## src/sce_pkg.sv

```systemverilog
// Shared constants for the command decoder and function-enable link
package sce_pkg;

    // ------------------------------------------------------------------
    // Command byte layout
    // ------------------------------------------------------------------
    localparam int unsigned CMD_FLAG_BIT   = 7;
    localparam int unsigned CMD_TYPE_MSB   = 6;
    localparam int unsigned CMD_TYPE_LSB   = 5;
    localparam int unsigned CMD_FIELD_MSB  = 4;
    localparam int unsigned CMD_FIELD_LSB  = 0;

    localparam logic [1:0] TYPE_REPEAT     = 2'h0;
    localparam logic [1:0] TYPE_AUTO_INC   = 2'h1;
    localparam logic [1:0] TYPE_RESERVED   = 2'h2;
    localparam logic [1:0] TYPE_SPECIAL    = 2'h3;

    localparam logic [4:0] SF_INT_CLEAR    = 5'h06;

    // ------------------------------------------------------------------
    // Register map
    // ------------------------------------------------------------------
    localparam logic [4:0] ADDR_FUNCTION_ENABLE = 5'h00;
    localparam logic [4:0] POINTER_RESET        = 5'h00;
    localparam logic [7:0] ENABLE_RESET         = 8'h00;
    localparam logic [7:0] ENABLE_WRITABLE_MASK = 8'h1B;
    localparam logic [7:0] UNMAPPED_READ_VALUE  = 8'h00;

    localparam int unsigned EN_COLOR_INT_BIT  = 4;
    localparam int unsigned EN_WAIT_TIMER_BIT = 3;
    localparam int unsigned EN_CONVERSION_BIT = 1;
    localparam int unsigned EN_OSC_POWER_BIT  = 0;

    // ------------------------------------------------------------------
    // Host operation codes
    // ------------------------------------------------------------------
    localparam logic [1:0] OP_COMMAND   = 2'h0;
    localparam logic [1:0] OP_WRITE     = 2'h1;
    localparam logic [1:0] OP_READ      = 2'h2;
    localparam logic [1:0] OP_INT_CLEAR = 2'h3;

    // ------------------------------------------------------------------
    // Timing
    // ------------------------------------------------------------------
    localparam int unsigned CLOCK_MHZ             = 200;
    localparam int unsigned WARMUP_TIME_US        = 2400;
    localparam int unsigned WARMUP_CYCLES_DEFAULT = WARMUP_TIME_US * CLOCK_MHZ;
    localparam int unsigned WARMUP_COUNT_WIDTH    = 20;

endpackage

```

## src/sce_link_if.sv

```systemverilog
// Byte-level link between the host controller and the sensor command logic
`timescale 1ns/1ps
`default_nettype none

interface sce_link_if;
    logic       start;     // First byte of a write frame
    logic       wr_valid;  // Write byte strobe
    logic [7:0] wr_data;
    logic       rd_req;    // Read byte request
    logic       rd_valid;  // Read answer strobe
    logic [7:0] rd_data;

    modport device (
        input  start,
        input  wr_valid,
        input  wr_data,
        input  rd_req,
        output rd_valid,
        output rd_data
    );

    modport host (
        output start,
        output wr_valid,
        output wr_data,
        output rd_req,
        input  rd_valid,
        input  rd_data
    );
endinterface

`default_nettype wire

```

## src/sce_device.sv

```systemverilog
// Sensor end: command byte decoder, register pointer and function-enable register
`timescale 1ns/1ps
`default_nettype none

module sce_device
    import sce_pkg::*;
#(
    parameter int unsigned WARMUP_CYCLES = WARMUP_CYCLES_DEFAULT
) (
    input  wire logic       clock_in,
    input  wire logic       srst_in,
    sce_link_if.device      link,
    input  wire logic       conv_event_in,
    output logic            osc_power_on_out,
    output logic            wait_timer_en_out,
    output logic            conv_run_out,
    output logic            color_interrupt_enable_out,
    output logic            color_int_out,
    output logic [4:0]      register_pointer_out,
    output logic [1:0]      access_mode_out
);

    // ------------------------------------------------------------------
    // Byte classification
    // ------------------------------------------------------------------
    logic       command_byte;
    logic       data_byte;
    logic [1:0] cmd_type;
    logic [4:0] cmd_field;
    logic       addressing_cmd;
    logic       int_clear_cmd;
    logic       pointer_step;
    logic       enable_write;
    logic       int_set;
    logic       warm_done;

    logic [4:0] register_pointer_or_special;
    logic [1:0] access_mode;
    logic [7:0] function_enable;
    logic [WARMUP_COUNT_WIDTH-1:0] warm_count;

    // Only the first byte of a write frame can be a command
    assign command_byte = link.wr_valid & link.start & link.wr_data[CMD_FLAG_BIT];
    // A frame opening without the flag is data for the stored pointer
    assign data_byte    = link.wr_valid & ~command_byte;

    assign cmd_type  = link.wr_data[CMD_TYPE_MSB:CMD_TYPE_LSB];
    assign cmd_field = link.wr_data[CMD_FIELD_MSB:CMD_FIELD_LSB];

    // Reserved type is ignored whole so a stray byte cannot move the pointer
    assign addressing_cmd = command_byte
                          & ((cmd_type == TYPE_REPEAT) | (cmd_type == TYPE_AUTO_INC));
    assign int_clear_cmd  = command_byte & (cmd_type == TYPE_SPECIAL)
                          & (cmd_field == SF_INT_CLEAR);

    // Each data byte, read or written, counts as one access
    assign pointer_step = (data_byte | link.rd_req) & (access_mode == TYPE_AUTO_INC);

    assign enable_write = data_byte & (register_pointer_or_special == ADDR_FUNCTION_ENABLE);

    // ------------------------------------------------------------------
    // Register pointer and transaction type
    // ------------------------------------------------------------------
    always_ff @(posedge clock_in) begin
        if (srst_in) begin
            register_pointer_or_special <= POINTER_RESET;
            access_mode                 <= TYPE_REPEAT;
        end else if (addressing_cmd) begin
            register_pointer_or_special <= cmd_field;
            access_mode                 <= cmd_type;
        end else if (pointer_step) begin
            // Wraps at the top of the 5-bit space
            register_pointer_or_special <= register_pointer_or_special + 5'h01;
        end
        // Reserved-type and special commands leave both untouched
    end

    // ------------------------------------------------------------------
    // Function-enable register
    // ------------------------------------------------------------------
    always_ff @(posedge clock_in) begin
        if (srst_in) begin
            function_enable <= ENABLE_RESET;
        end else if (enable_write) begin
            // Reserved bits never store, so they read back as zero
            function_enable <= link.wr_data & ENABLE_WRITABLE_MASK;
        end
    end

    // ------------------------------------------------------------------
    // Read answer
    // ------------------------------------------------------------------
    always_ff @(posedge clock_in) begin
        if (srst_in) begin
            link.rd_valid <= 1'b0;
            link.rd_data  <= UNMAPPED_READ_VALUE;
        end else begin
            link.rd_valid <= link.rd_req;
            if (link.rd_req) begin
                // Other registers live outside this block and read as zero here
                if (register_pointer_or_special == ADDR_FUNCTION_ENABLE) begin
                    link.rd_data <= function_enable;
                end else begin
                    link.rd_data <= UNMAPPED_READ_VALUE;
                end
            end
        end
    end

    // ------------------------------------------------------------------
    // Oscillator warm-up
    // ------------------------------------------------------------------
    assign warm_done = (warm_count >= WARMUP_COUNT_WIDTH'(WARMUP_CYCLES));

    always_ff @(posedge clock_in) begin
        if (srst_in) begin
            warm_count <= '0;
        end else if (!function_enable[EN_OSC_POWER_BIT]) begin
            // Dropping power restarts the full warm-up next time
            warm_count <= '0;
        end else if (!warm_done) begin
            warm_count <= warm_count + WARMUP_COUNT_WIDTH'(1);
        end
    end

    // ------------------------------------------------------------------
    // Function outputs
    // ------------------------------------------------------------------
    always_ff @(posedge clock_in) begin
        if (srst_in) begin
            osc_power_on_out           <= 1'b0;
            wait_timer_en_out          <= 1'b0;
            conv_run_out               <= 1'b0;
            color_interrupt_enable_out <= 1'b0;
        end else begin
            osc_power_on_out  <= function_enable[EN_OSC_POWER_BIT];
            // Timers need the oscillator, so both bits must be set
            wait_timer_en_out <= function_enable[EN_WAIT_TIMER_BIT]
                               & function_enable[EN_OSC_POWER_BIT];
            conv_run_out      <= function_enable[EN_CONVERSION_BIT]
                               & function_enable[EN_OSC_POWER_BIT]
                               & warm_done;
            color_interrupt_enable_out <= function_enable[EN_COLOR_INT_BIT];
        end
    end

    // ------------------------------------------------------------------
    // Pending conversion interrupt
    // ------------------------------------------------------------------
    assign int_set = conv_event_in & conv_run_out & function_enable[EN_COLOR_INT_BIT];

    always_ff @(posedge clock_in) begin
        if (srst_in) begin
            color_int_out <= 1'b0;
        end else if (int_set) begin
            // A new event beats a clear in the same cycle
            color_int_out <= 1'b1;
        end else if (int_clear_cmd) begin
            // Clear is a single pulse; nothing has to release it
            color_int_out <= 1'b0;
        end
    end

    // ------------------------------------------------------------------
    // State visibility
    // ------------------------------------------------------------------
    always_ff @(posedge clock_in) begin
        if (srst_in) begin
            register_pointer_out <= POINTER_RESET;
            access_mode_out      <= TYPE_REPEAT;
        end else begin
            register_pointer_out <= register_pointer_or_special;
            access_mode_out      <= access_mode;
        end
    end

endmodule

`default_nettype wire

```

## src/flat_wrapper.sv

```systemverilog
// flat-port wrapper written by rule: the top's interface ports become plain ports
module sce_device_flat import sce_pkg::*;
#(
    parameter int unsigned WARMUP_CYCLES = WARMUP_CYCLES_DEFAULT
)
  (clock_in, srst_in, conv_event_in, osc_power_on_out, wait_timer_en_out, conv_run_out, color_interrupt_enable_out, color_int_out, register_pointer_out, access_mode_out, link_start, link_wr_valid, link_wr_data, link_rd_req, link_rd_valid, link_rd_data);
  sce_link_if link_i ();
  input  wire logic clock_in;
  input  wire logic srst_in;
  input  wire logic conv_event_in;
  output logic osc_power_on_out;
  output logic wait_timer_en_out;
  output logic conv_run_out;
  output logic color_interrupt_enable_out;
  output logic color_int_out;
  output logic [4:0] register_pointer_out;
  output logic [1:0] access_mode_out;
  input wire logic [$bits(link_i.start)-1:0] link_start;
  input wire logic [$bits(link_i.wr_valid)-1:0] link_wr_valid;
  input wire logic [$bits(link_i.wr_data)-1:0] link_wr_data;
  input wire logic [$bits(link_i.rd_req)-1:0] link_rd_req;
  output wire logic [$bits(link_i.rd_valid)-1:0] link_rd_valid;
  output wire logic [$bits(link_i.rd_data)-1:0] link_rd_data;
  assign link_i.start = link_start;
  assign link_i.wr_valid = link_wr_valid;
  assign link_i.wr_data = link_wr_data;
  assign link_i.rd_req = link_rd_req;
  assign link_rd_valid = link_i.rd_valid;
  assign link_rd_data = link_i.rd_data;
  sce_device #(.WARMUP_CYCLES(WARMUP_CYCLES)) u_core (.clock_in(clock_in), .srst_in(srst_in), .link(link_i), .conv_event_in(conv_event_in), .osc_power_on_out(osc_power_on_out), .wait_timer_en_out(wait_timer_en_out), .conv_run_out(conv_run_out), .color_interrupt_enable_out(color_interrupt_enable_out), .color_int_out(color_int_out), .register_pointer_out(register_pointer_out), .access_mode_out(access_mode_out));
endmodule
```

## config.mk

```make
export PLATFORM = sky130hd
export DESIGN_NAME = sce_device_flat
export DESIGN_NICKNAME = d
export VERILOG_FILES = /design/src/sce_pkg.sv /design/src/sce_link_if.sv /design/src/sce_device.sv /design/src/flat_wrapper.sv
export SDC_FILE = /design/constraint.sdc
export NUM_CORES = 1
export LEC_CHECK = 0
export ABC_AREA = 1
export BUFFER_PORTS_ARGS = -buffer_cell sky130_fd_sc_hd__clkbuf_2
export CAP_MARGIN = 25
export CORE_UTILIZATION = 50
export CTS_CLUSTER_DIAMETER = 120
export DETAILED_ROUTE_END_ITERATION = 10
export HOLD_SLACK_MARGIN = 0.03
export PLACE_DENSITY_LB_ADDON = 0.2
export SLEW_MARGIN = 20
export SYNTH_ARGS = -nofsm -noshare
export SYNTH_HDL_FRONTEND = slang
export SYNTH_SLANG_ARGS = --single-unit
```

## constraint.sdc

```tcl
create_clock -name clock_in -period 1.35 [get_ports clock_in]
set_input_delay 0.2025 -clock clock_in [delete_from_list [all_inputs] [get_ports clock_in]]
set_output_delay 0.2025 -clock clock_in [all_outputs]
set_load 0.02 [all_outputs]
```

==> results.cfg, run 1 <==
[power]
irDropWorstVdd_v = 0.000643
p_clk_frac = 0.348
switching_share = 0.255
powerDensity_mw_per_mm2 = 868
total_power_w = 0.00263
p_int_w = 0.00196
seq_power_share = 0.562
leakagePower_nw = 1.25
combPwrFrac = 0.091
p_sw_w = 0.000672

[die]
core_sq_mm = 0.00444
row_count = 24
dieArea_sq_mm = 0.00500
io_pins = 35
start_util = 0.531
die_h_um = 70.7
die_w_um = 70.7

[logic_synthesis]
ys_ff_latch = 48
synth-warning-count = 0
syn-cell-area_sq_mm = 0.00236
yosysSeqAreaShare = 0.407
ys_types = 25
yosysTopAreaCell = dfxtp_1
yosys.area.top_type_share = 0.407
yosys-top-cells-area = dfxtp_1 (41%), nand2_1 (13%), nor2_1 (7.0%)
postSynthCellCount = 333
synth_area_per_cell_sq_um = 7.08

[flow_run]
maxCapViolCount = 0

[placement]
pre_cts_ws_ps = -134
port_buffers = 30
gp_congestion = 0.809
hpwlAfterDp_mm = 3.55
dp_cells = 432

[timing]
hold_slack_ps = 129
skew_ps = 4.91
period_share = 1.00
clock.fmax_ghz = 0.739
maxSlewViolCount = 0
fin_crit_ps = 1350
setup_violations = 1
tns_ps = -2.32
hold_viol_final = 0
final.setup.worst_slack_ps = -2.32
rsz0062_at_grt = true

[cells_and_area]
antenna_cells = 0
syn_to_final_growth_pct = 28.3
instances_no_fill = 448
fin_nets = 413
fillers = 375
drive_gt1_frac = 0.338

[drt]
ant_nets = 0
drt_iter0_markers = 98
post_drt_wl_per_cell_um = 11.6
drtPass1Iterations = 7
vias = 2227
drt-total-wl_mm = 5.20
drc = 2
vias_per_cell = 4.97

[setup_path]
critPathRequiredTime_ps = 1590
crit_start = u_core.warm_count[12]
cp_slowest_cell = dfxtp_1
ff2ff_setup_slack_ps = -2
timing.rr.end = u_core.warm_count[17]
start_kind = flip-flop
crit_family = simple AND/OR/NAND/NOR gates
critPathMaxFanout = 5
crit_type = flip-flop to flip-flop
timing.rr.start = u_core.warm_count[12]
critPathBufInv = 1
endpoint = u_core.warm_count[17]
cp_common_cell = nand2_1
crit_path_end_kind = flip-flop
max_stage_delay_ps = 360
crit_cells = 9
r2r_cells = 9
path_cells = buf_4 > nand2_1 > nor2_2 > nand3_2 > nor2_4 > nand2_1 > nand2_1 > nand2_1 > nor2_1
crit_arrival_ps = 1590

[run_status]
outcome = complete, but fails checks
violations = DRC, setup timing

[clock_network]
clock-root-buffer = clkbuf_8
cts_tree = built
clockBufferDepth = 2
hold_buffers = 0
clk_pin_slew_ps = 90
numCtsBuffers = 5
worstSkewPairLatency_ps = 300
ctsHtreeMaxLevel = 2
clkSinkCount = 48

[worst_hold_path]
hp-class = primary input to flip-flop

[global_routing]
grt_use_met1 = 0.294
antenna_found_initial = 0
grt_use_met2 = 0.316
grtUsageTotal = 0.208
grt_overflow_total = 0
grt_busiest_layer = met2
met3_usage = 0.0342
grt_pass1_wl_mm = 8.34
grt_max_degree = 17
grt_pass1_vias = 1928
[worst min-delay path by stage]
stage,from,to,slack [ps],cells past startpoint
floorplan,srst_in,u_core.register_pointer_or_special[2],270,1
global placement,conv_event_in,u_core.color_int_out,440,3
detailed placement,u_core.access_mode[0],u_core.access_mode_out[0],440,2
CTS,conv_event_in,u_core.color_int_out,120,3
global route,conv_event_in,u_core.color_int_out,150,3
finish,conv_event_in,u_core.color_int_out,130,3
[sequential cells by signal, summed over array words and instances, names as in the netlist, 2 cells and up]
| name | flops |
|---|---|
| u_core.register_pointer_or_special | 5 |
| u_core.warm_count | 20 |
| u_core.access_mode | 2 |
| u_core.link.rd_data | 4 |
| u_core.function_enable | 4 |
| u_core.register_pointer_out | 5 |
| u_core.access_mode_out | 2 |
[per-layer routing]
layer	vias up	routed length, um
li1	1169	-
met1	992	2460
met2	58	2350
met3	8	308
met4	0	75
met5	-	0
[layout make-up]
type                    count  area [sq um]  share of cell area
clock inverters             2          13.8             0.00455
inverters                  36           135              0.0446
repair buffers             62           423               0.140
flip-flops and latches     48           978               0.323
well taps                  52          65.1              0.0215
clock buffers               6          82.6              0.0273
multi-input cells         242          1330               0.439
[power groups by stage]
stage | combinational, W | sequential [W] | clock [W]
after floorplan | 0.000121 | 0.00153 | 0
after global placement | 0.000220 | 0.00151 | 0
after detailed placement | 0.000223 | 0.00151 | 0
after CTS | 0.000227 | 0.00148 | 0.000935
after global routing | 0.000263 | 0.00148 | 0.000984
final | 0.000239 | 0.00148 | 0.000913
[tightest hold or removal path, stage by stage]
cell and delay [ps]:
clkbuf_2 80, nand3_1 70, nand2_1 60
[through the flow]
step | area (sq um) | utilization
finish | 3030 | 0.681
global route | 3030 | 0.681
CTS | 2840 | 0.639
detailed placement | 2710 | 0.610
global placement | 2710 | 0.610
floorplan | 2370 | -
[cells in the mapped netlist (all sizes together)]
library cell	number
a21oi	23
nand2	90
o21ai	17
nand4	5
xnor2	5
nor3	6
nor4	1
xor2	5
buf	8
nand3	24
conb	1
inv	36
ha	4
clkbuf	3
and2	1
nor2	56
dfxtp	48
[kinds of logic after synthesis]
logic type / after synthesis / share of synthesized area
AOI/OAI and AO/OA: 40 / 0.0849
xor gates and xnor gates: 10 / 0.0371
adders and majority gates: 4 / 0.0212
buffers and inverters: 47 / 0.0897
DFF: 48 / 0.407
other: 1 / 0.00159
and+or+nand+nor: 183 / 0.358
[timing repair]
item / in CTS / in global routing
cloned: 1 / 0
hold endpoints to repair: 0 / 0
setup endpoints to repair: 18 / 21
setup buffers: 0 / 7
pin swaps: 3 / 13
resized for setup: 9 / 43
[cells in the final DEF, fill, tap and decap left out, types with 6 or more instances in the layout]
cell type and instances:
nor2_1 37, nand2_1 77, inv_1 30, nand3_1 17, buf_4 28, nor3_1 6, dfxtp_1 34, nor2_4 14
inv_2 6, clkbuf_2 30, o21ai_0 11, clkbuf_8 6, dfxtp_2 14, nand2_2 12, a21oi_1 21, nor2_2 6
o21ai_1 6
No activity file was read; power rests on OpenSTA's default activity.
==> run 2: changes to the inputs <==
--- a/config.mk
+++ b/config.mk
@@ -9,6 +9,7 @@
 export BUFFER_PORTS_ARGS = -buffer_cell sky130_fd_sc_hd__clkbuf_2
 export CAP_MARGIN = 25
 export CORE_UTILIZATION = 50
+export CTS_BUF_LIST = sky130_fd_sc_hd__clkbuf_4
 export CTS_CLUSTER_DIAMETER = 120
 export DETAILED_ROUTE_END_ITERATION = 10
 export HOLD_SLACK_MARGIN = 0.03
==> constraint.sdc (replaced) <==
create_clock -name clock_in -period 1.35 [get_ports clock_in]
set_input_delay 0.135 -clock clock_in [delete_from_list [all_inputs] [get_ports clock_in]]
set_output_delay 0.135 -clock clock_in [all_outputs]
set_load 0.02 [all_outputs]
==> results.cfg, run 2 (synthesized netlist as in run 1, its figures left out) <==
[run_status]
outcome = complete, but fails checks
violations = DRC, setup timing

[global_routing]
grt_overflow_total = 0
grt_max_degree = 17
grt_pass1_wl_mm = 8.87
antenna_found_initial = 0
grt_pass1_vias = 2051
grtUsageTotal = 0.219

[setup_path]
critPathMaxFanout = 7
crit_arrival_ps = 1600
cp_slowest_cell = dfxtp_2
start_kind = flip-flop
crit_path_end_kind = flip-flop
crit_type = flip-flop to flip-flop
crit_start = u_core.warm_count[15]
path_cells = inv_2 > nand2_2 > nor2_4 > nand2_2 > nor2_4 > nor2_4 > buf_6 > buf_4 > nand2_1 > a21oi_2
critPathRequiredTime_ps = 1590
cp_common_cell = nor2_4
timing.rr.start = u_core.warm_count[15]
max_stage_delay_ps = 350

[placement]
hpwlAfterDp_mm = 3.66
gp_congestion = 0.819
port_buffers = 30

[timing]
final.setup.worst_slack_ps = -14.2
tns_ps = -14.2
clock.fmax_ghz = 0.733
maxSlewViolCount = 0
hold_viol_final = 0
setup_violations = 1
rsz0062_at_grt = true
period_share = 1.01
fin_crit_ps = 1360
skew_ps = 17.6

[die]
die_w_um = 70.7
io_pins = 35
core_sq_mm = 0.00444
die_h_um = 70.7
start_util = 0.531
row_count = 24
dieArea_sq_mm = 0.00500

[power]
total_power_w = 0.00236
powerDensity_mw_per_mm2 = 778
irDropWorstVdd_v = 0.000733
leakagePower_nw = 1.27

[cells_and_area]
fin_nets = 421
utilization = 0.682
syn_to_final_growth_pct = 28.5
layout_common_cells = nand2_1 (77), nor2_1 (40), dfxtp_1 (35), buf_4 (32), clkbuf_2 (30)
largest_register_ffs = 20
largest_registers = u_core.warm_count (20), u_core.register_pointer_or_special (5), u_core.register_pointer_out (5)
fillers = 377
layout_commonest_cell = nand2_1
antenna_cells = 0
drive_gt1_frac = 0.345
largest-register = u_core.warm_count

[clock_network]
worstSkewPairLatency_ps = 350
clock-root-buffer = clkbuf_4
clockBufferDepth = 2
clkSinkCount = 48
cts_tree = built
ctsHtreeMaxLevel = 2
clk_pin_slew_ps = 140
numCtsBuffers = 5

[drt]
drc = 2
post_drt_wl_per_cell_um = 11.9
ant_nets = 0
drt_iter0_markers = 116
drtPass1Iterations = 8
drt-total-wl_mm = 5.41
vias_per_cell = 5.04
vias = 2292

[flow_run]
maxCapViolCount = 0

[worst_hold_path]
hp-class = primary input to flip-flop
hold_start = link_wr_data[1]
-- run 2: final cells by class --
type                    instances  area, sq um  area share
clock buffers                   5         37.5      0.0124
clock inverters                 2         12.5     0.00413
inverters                      36          138      0.0454
multi-input cells             243         1330       0.437
flip-flops and latches         48          977       0.322
well taps                      52         65.1      0.0215
repair buffers                 69          475       0.157
-- run 2: repair_timing --
action                                  in CTS  in global routing
endpoints found under the setup margin      20                 21
buffers inserted                             0                 12
gates cloned                                 1                  1
endpoints found under the hold margin        2                  0
pin swaps                                    4                 16
hold buffers                                 2                  0
gates resized for setup                     10                 43
-- run 2: final timing paths --
path,to,slack (ps),depth (start not counted)
setup / recovery,u_core.warm_count[16],-10,10
hold reg to reg,u_core.access_mode_out[0],450,2
hold / removal,u_core.function_enable[1],50,3
setup reg to reg,u_core.warm_count[16],-10,10
-- run 2: per-layer routing --
| layer | wire length [um] | track usage | vias to the layer above |
|---|---|---|---|
| met1 | 2620 | 0.304 | 1052 |
| met3 | 260 | 0.0484 | 5 |
| met4 | 34 | 0.0489 | 0 |
| met5 | 0 | 0 | - |
| li1 | - | - | 1183 |
| met2 | 2490 | 0.350 | 52 |
-- run 2: worst max-delay path: cells and delay by family (launching register included) --
| kind | cells | cell delay, ps |
|---|---|---|
| AND/OR/NAND/NOR | 6 | 530 |
| flip-flops | 1 | 350 |
| buffers and inverters | 3 | 330 |
| AO/OA/AOI/OAI | 1 | 50 |
-- run 2: through the flow --
step | hold WS (ps) | worst slack (ps) | cells | area (sq um)
2_1_floorplan | 204 | 17.0 | 336 | 2370
3_3_place_gp | 369 | -86.3 | 432 | 2710
5_1_grt | 40.8 | -113 | 455 | 3030
4_1_cts | 36.0 | 2.09 | 442 | 2820
3_5_place_dp | 381 | -117 | 432 | 2710
6_report | 50.0 | -14.2 | 455 | 3030
-- run 2: power by group --
| group | switching [W] | total [W] | internal (W) |
|---|---|---|---|
| Combinational | 0.000161 | 0.000254 | 0.0000931 |
| Sequential | 0.0000238 | 0.00148 | 0.00145 |
| Clock | 0.000435 | 0.000627 | 0.000192 |
==> run 3: changes to the inputs <==
--- a/config.mk
+++ b/config.mk
@@ -8,7 +8,9 @@
 export ABC_AREA = 1
 export BUFFER_PORTS_ARGS = -buffer_cell sky130_fd_sc_hd__clkbuf_2
 export CAP_MARGIN = 25
-export CORE_UTILIZATION = 50
+export CELL_PAD_IN_SITES_DETAIL_PLACEMENT = 0
+export CELL_PAD_IN_SITES_GLOBAL_PLACEMENT = 1
+export CORE_UTILIZATION = 38
 export CTS_BUF_LIST = sky130_fd_sc_hd__clkbuf_4
 export CTS_CLUSTER_DIAMETER = 120
 export DETAILED_ROUTE_END_ITERATION = 10
==> results.cfg, run 3 (synthesized netlist as in run 1, its figures left out) <==
[run_status]
outcome = finished clean

[die]
die_w_um = 80.8
start_util = 0.396
row_count = 28
io_pins = 35
die_h_um = 80.8
dieArea_sq_mm = 0.00653
core_sq_mm = 0.00596

[cells_and_area]
multi_input_area_sq_mm = 0.00136
syn_to_final_growth_pct = 32.4
drive_gt1_frac = 0.375
largest_register_ffs = 20
largest-register = u_core.warm_count
fillers = 608
layout_common_cells = nand2_1 (69), nor2_1 (36), dfxtp_1 (32), buf_4 (31), clkbuf_2 (30)
largest_registers = u_core.warm_count (20), u_core.register_pointer_or_special (5), u_core.register_pointer_out (5)
fin_nets = 418
regArea_sq_um = 981
antenna_cells = 0
layout_commonest_cell = nand2_1

[worst_hold_path]
hp-class = primary input to flip-flop

[drt]
drc = 0
drtPass1Iterations = 4
vias = 2197
vias_per_cell = 4.63
drt_iter0_markers = 100
ant_nets = 0
drt-total-wl_mm = 5.66
post_drt_wl_per_cell_um = 11.9

[setup_path]
path_cells = buf_4 > nand2_1 > nor2_1 > nand3_2 > nor2_4 > nand2_4 > nand2_2 > nand2_1 > nor2_1
critPathMaxFanout = 4
start_kind = flip-flop
crit_arrival_ps = 1640
ff2ff_setup_slack_ps = 8
max_stage_delay_ps = 370
crit_path_end_kind = flip-flop
cp_slowest_cell = dfxtp_2
crit_type = flip-flop to flip-flop
critPathRequiredTime_ps = 1650

[power]
powerDensity_mw_per_mm2 = 764
irDropWorstVdd_v = 0.000531
leakagePower_nw = 1.28

[global_routing]
antenna_found_initial = 0
grt_max_degree = 24
grt_pass1_wl_mm = 8.87
grt_pass1_vias = 1967
grtUsageTotal = 0.177
grt_overflow_total = 0

[timing]
setup_violations = 0
maxSlewViolCount = 0
skew_ps = 14.4
rsz0062_at_grt = true
period_share = 0.994
clock.fmax_ghz = 0.745
fin_crit_ps = 1340
hold_slack_ps = 42.7
final.setup.worst_slack_ps = 8.45
hold_viol_final = 0

[placement]
pre_cts_ws_ps = 14.2
gp_congestion = 0.768
port_buffers = 30
hpwlAfterDp_mm = 3.97

[flow_run]
maxCapViolCount = 0

[clock_network]
clock-root-buffer = clkbuf_4
cts_tree = built
clkSinkCount = 48
clockBufferDepth = 2
clk_pin_slew_ps = 150
worstSkewPairLatency_ps = 370
numCtsBuffers = 5
ctsHtreeMaxLevel = 2
[run 3: critical path, delay by kind of cell, from the launching register on]
kind / cells / cell delay, ps
buffers and inverters: 1 / 130
DFF: 1 / 370
and+or+nand+nor: 8 / 770
[run 3: timing repair]
action | CTS | global route
buffers inserted | 0 | 4
pin swaps | 0 | 13
hold endpoints to repair | 3 | 0
hold buffers | 3 | 0
endpoints found under the setup margin | 4 | 25
gates cloned | 0 | 2
gates resized for setup | 2 | 61
[run 3: routing by layer]
layer / vias up / track usage / wire, um
met2: 32 / 0.264 / 2450
li1: 1178 / - / -
met5: - / 0 / 0
met4: 0 / 0.0643 / 82
met3: 7 / 0.0281 / 164
met1: 980 / 0.257 / 2960
[run 3: layout make-up]
class | instances | share of cell area
repair buffers | 68 | 0.161
well taps | 75 | 0.0301
inverters | 36 | 0.0441
multi-input cells | 241 | 0.434
clock inverters | 2 | 0.00401
flip-flops and latches | 48 | 0.314
clock buffers | 5 | 0.0120
[run 3: worst paths after layout]
check / cells past startpoint / end / from
max: 9 / u_core.warm_count[17] / u_core.warm_count[11]
min: 2 / u_core.link.rd_data[3] / link_rd_req
max reg2reg: 9 / u_core.warm_count[17] / u_core.warm_count[11]
min reg2reg: 2 / u_core.access_mode_out[0] / u_core.access_mode[0]
[run 3: metrics by stage]
step | cell area, sq um | cells | power, W | utilization | setup TNS [ps]
floorplan | 2370 | 336 | 0.00165 | - | 0
global placement | 2780 | 459 | 0.00174 | 0.467 | 0
detailed placement | 2780 | 459 | 0.00174 | 0.467 | 0
CTS | 2860 | 469 | 0.00239 | 0.481 | 0
global route | 3120 | 475 | 0.00250 | 0.524 | -848
finish | 3120 | 475 | 0.00238 | 0.524 | 0
[run 3: report_power, final]
group	switching, W	leakage, nW	internal (W)
Sequential	0.0000216	0.398	0.00145
Clock	0.000461	0.0271	0.000191
Combinational	0.000161	0.857	0.0000952
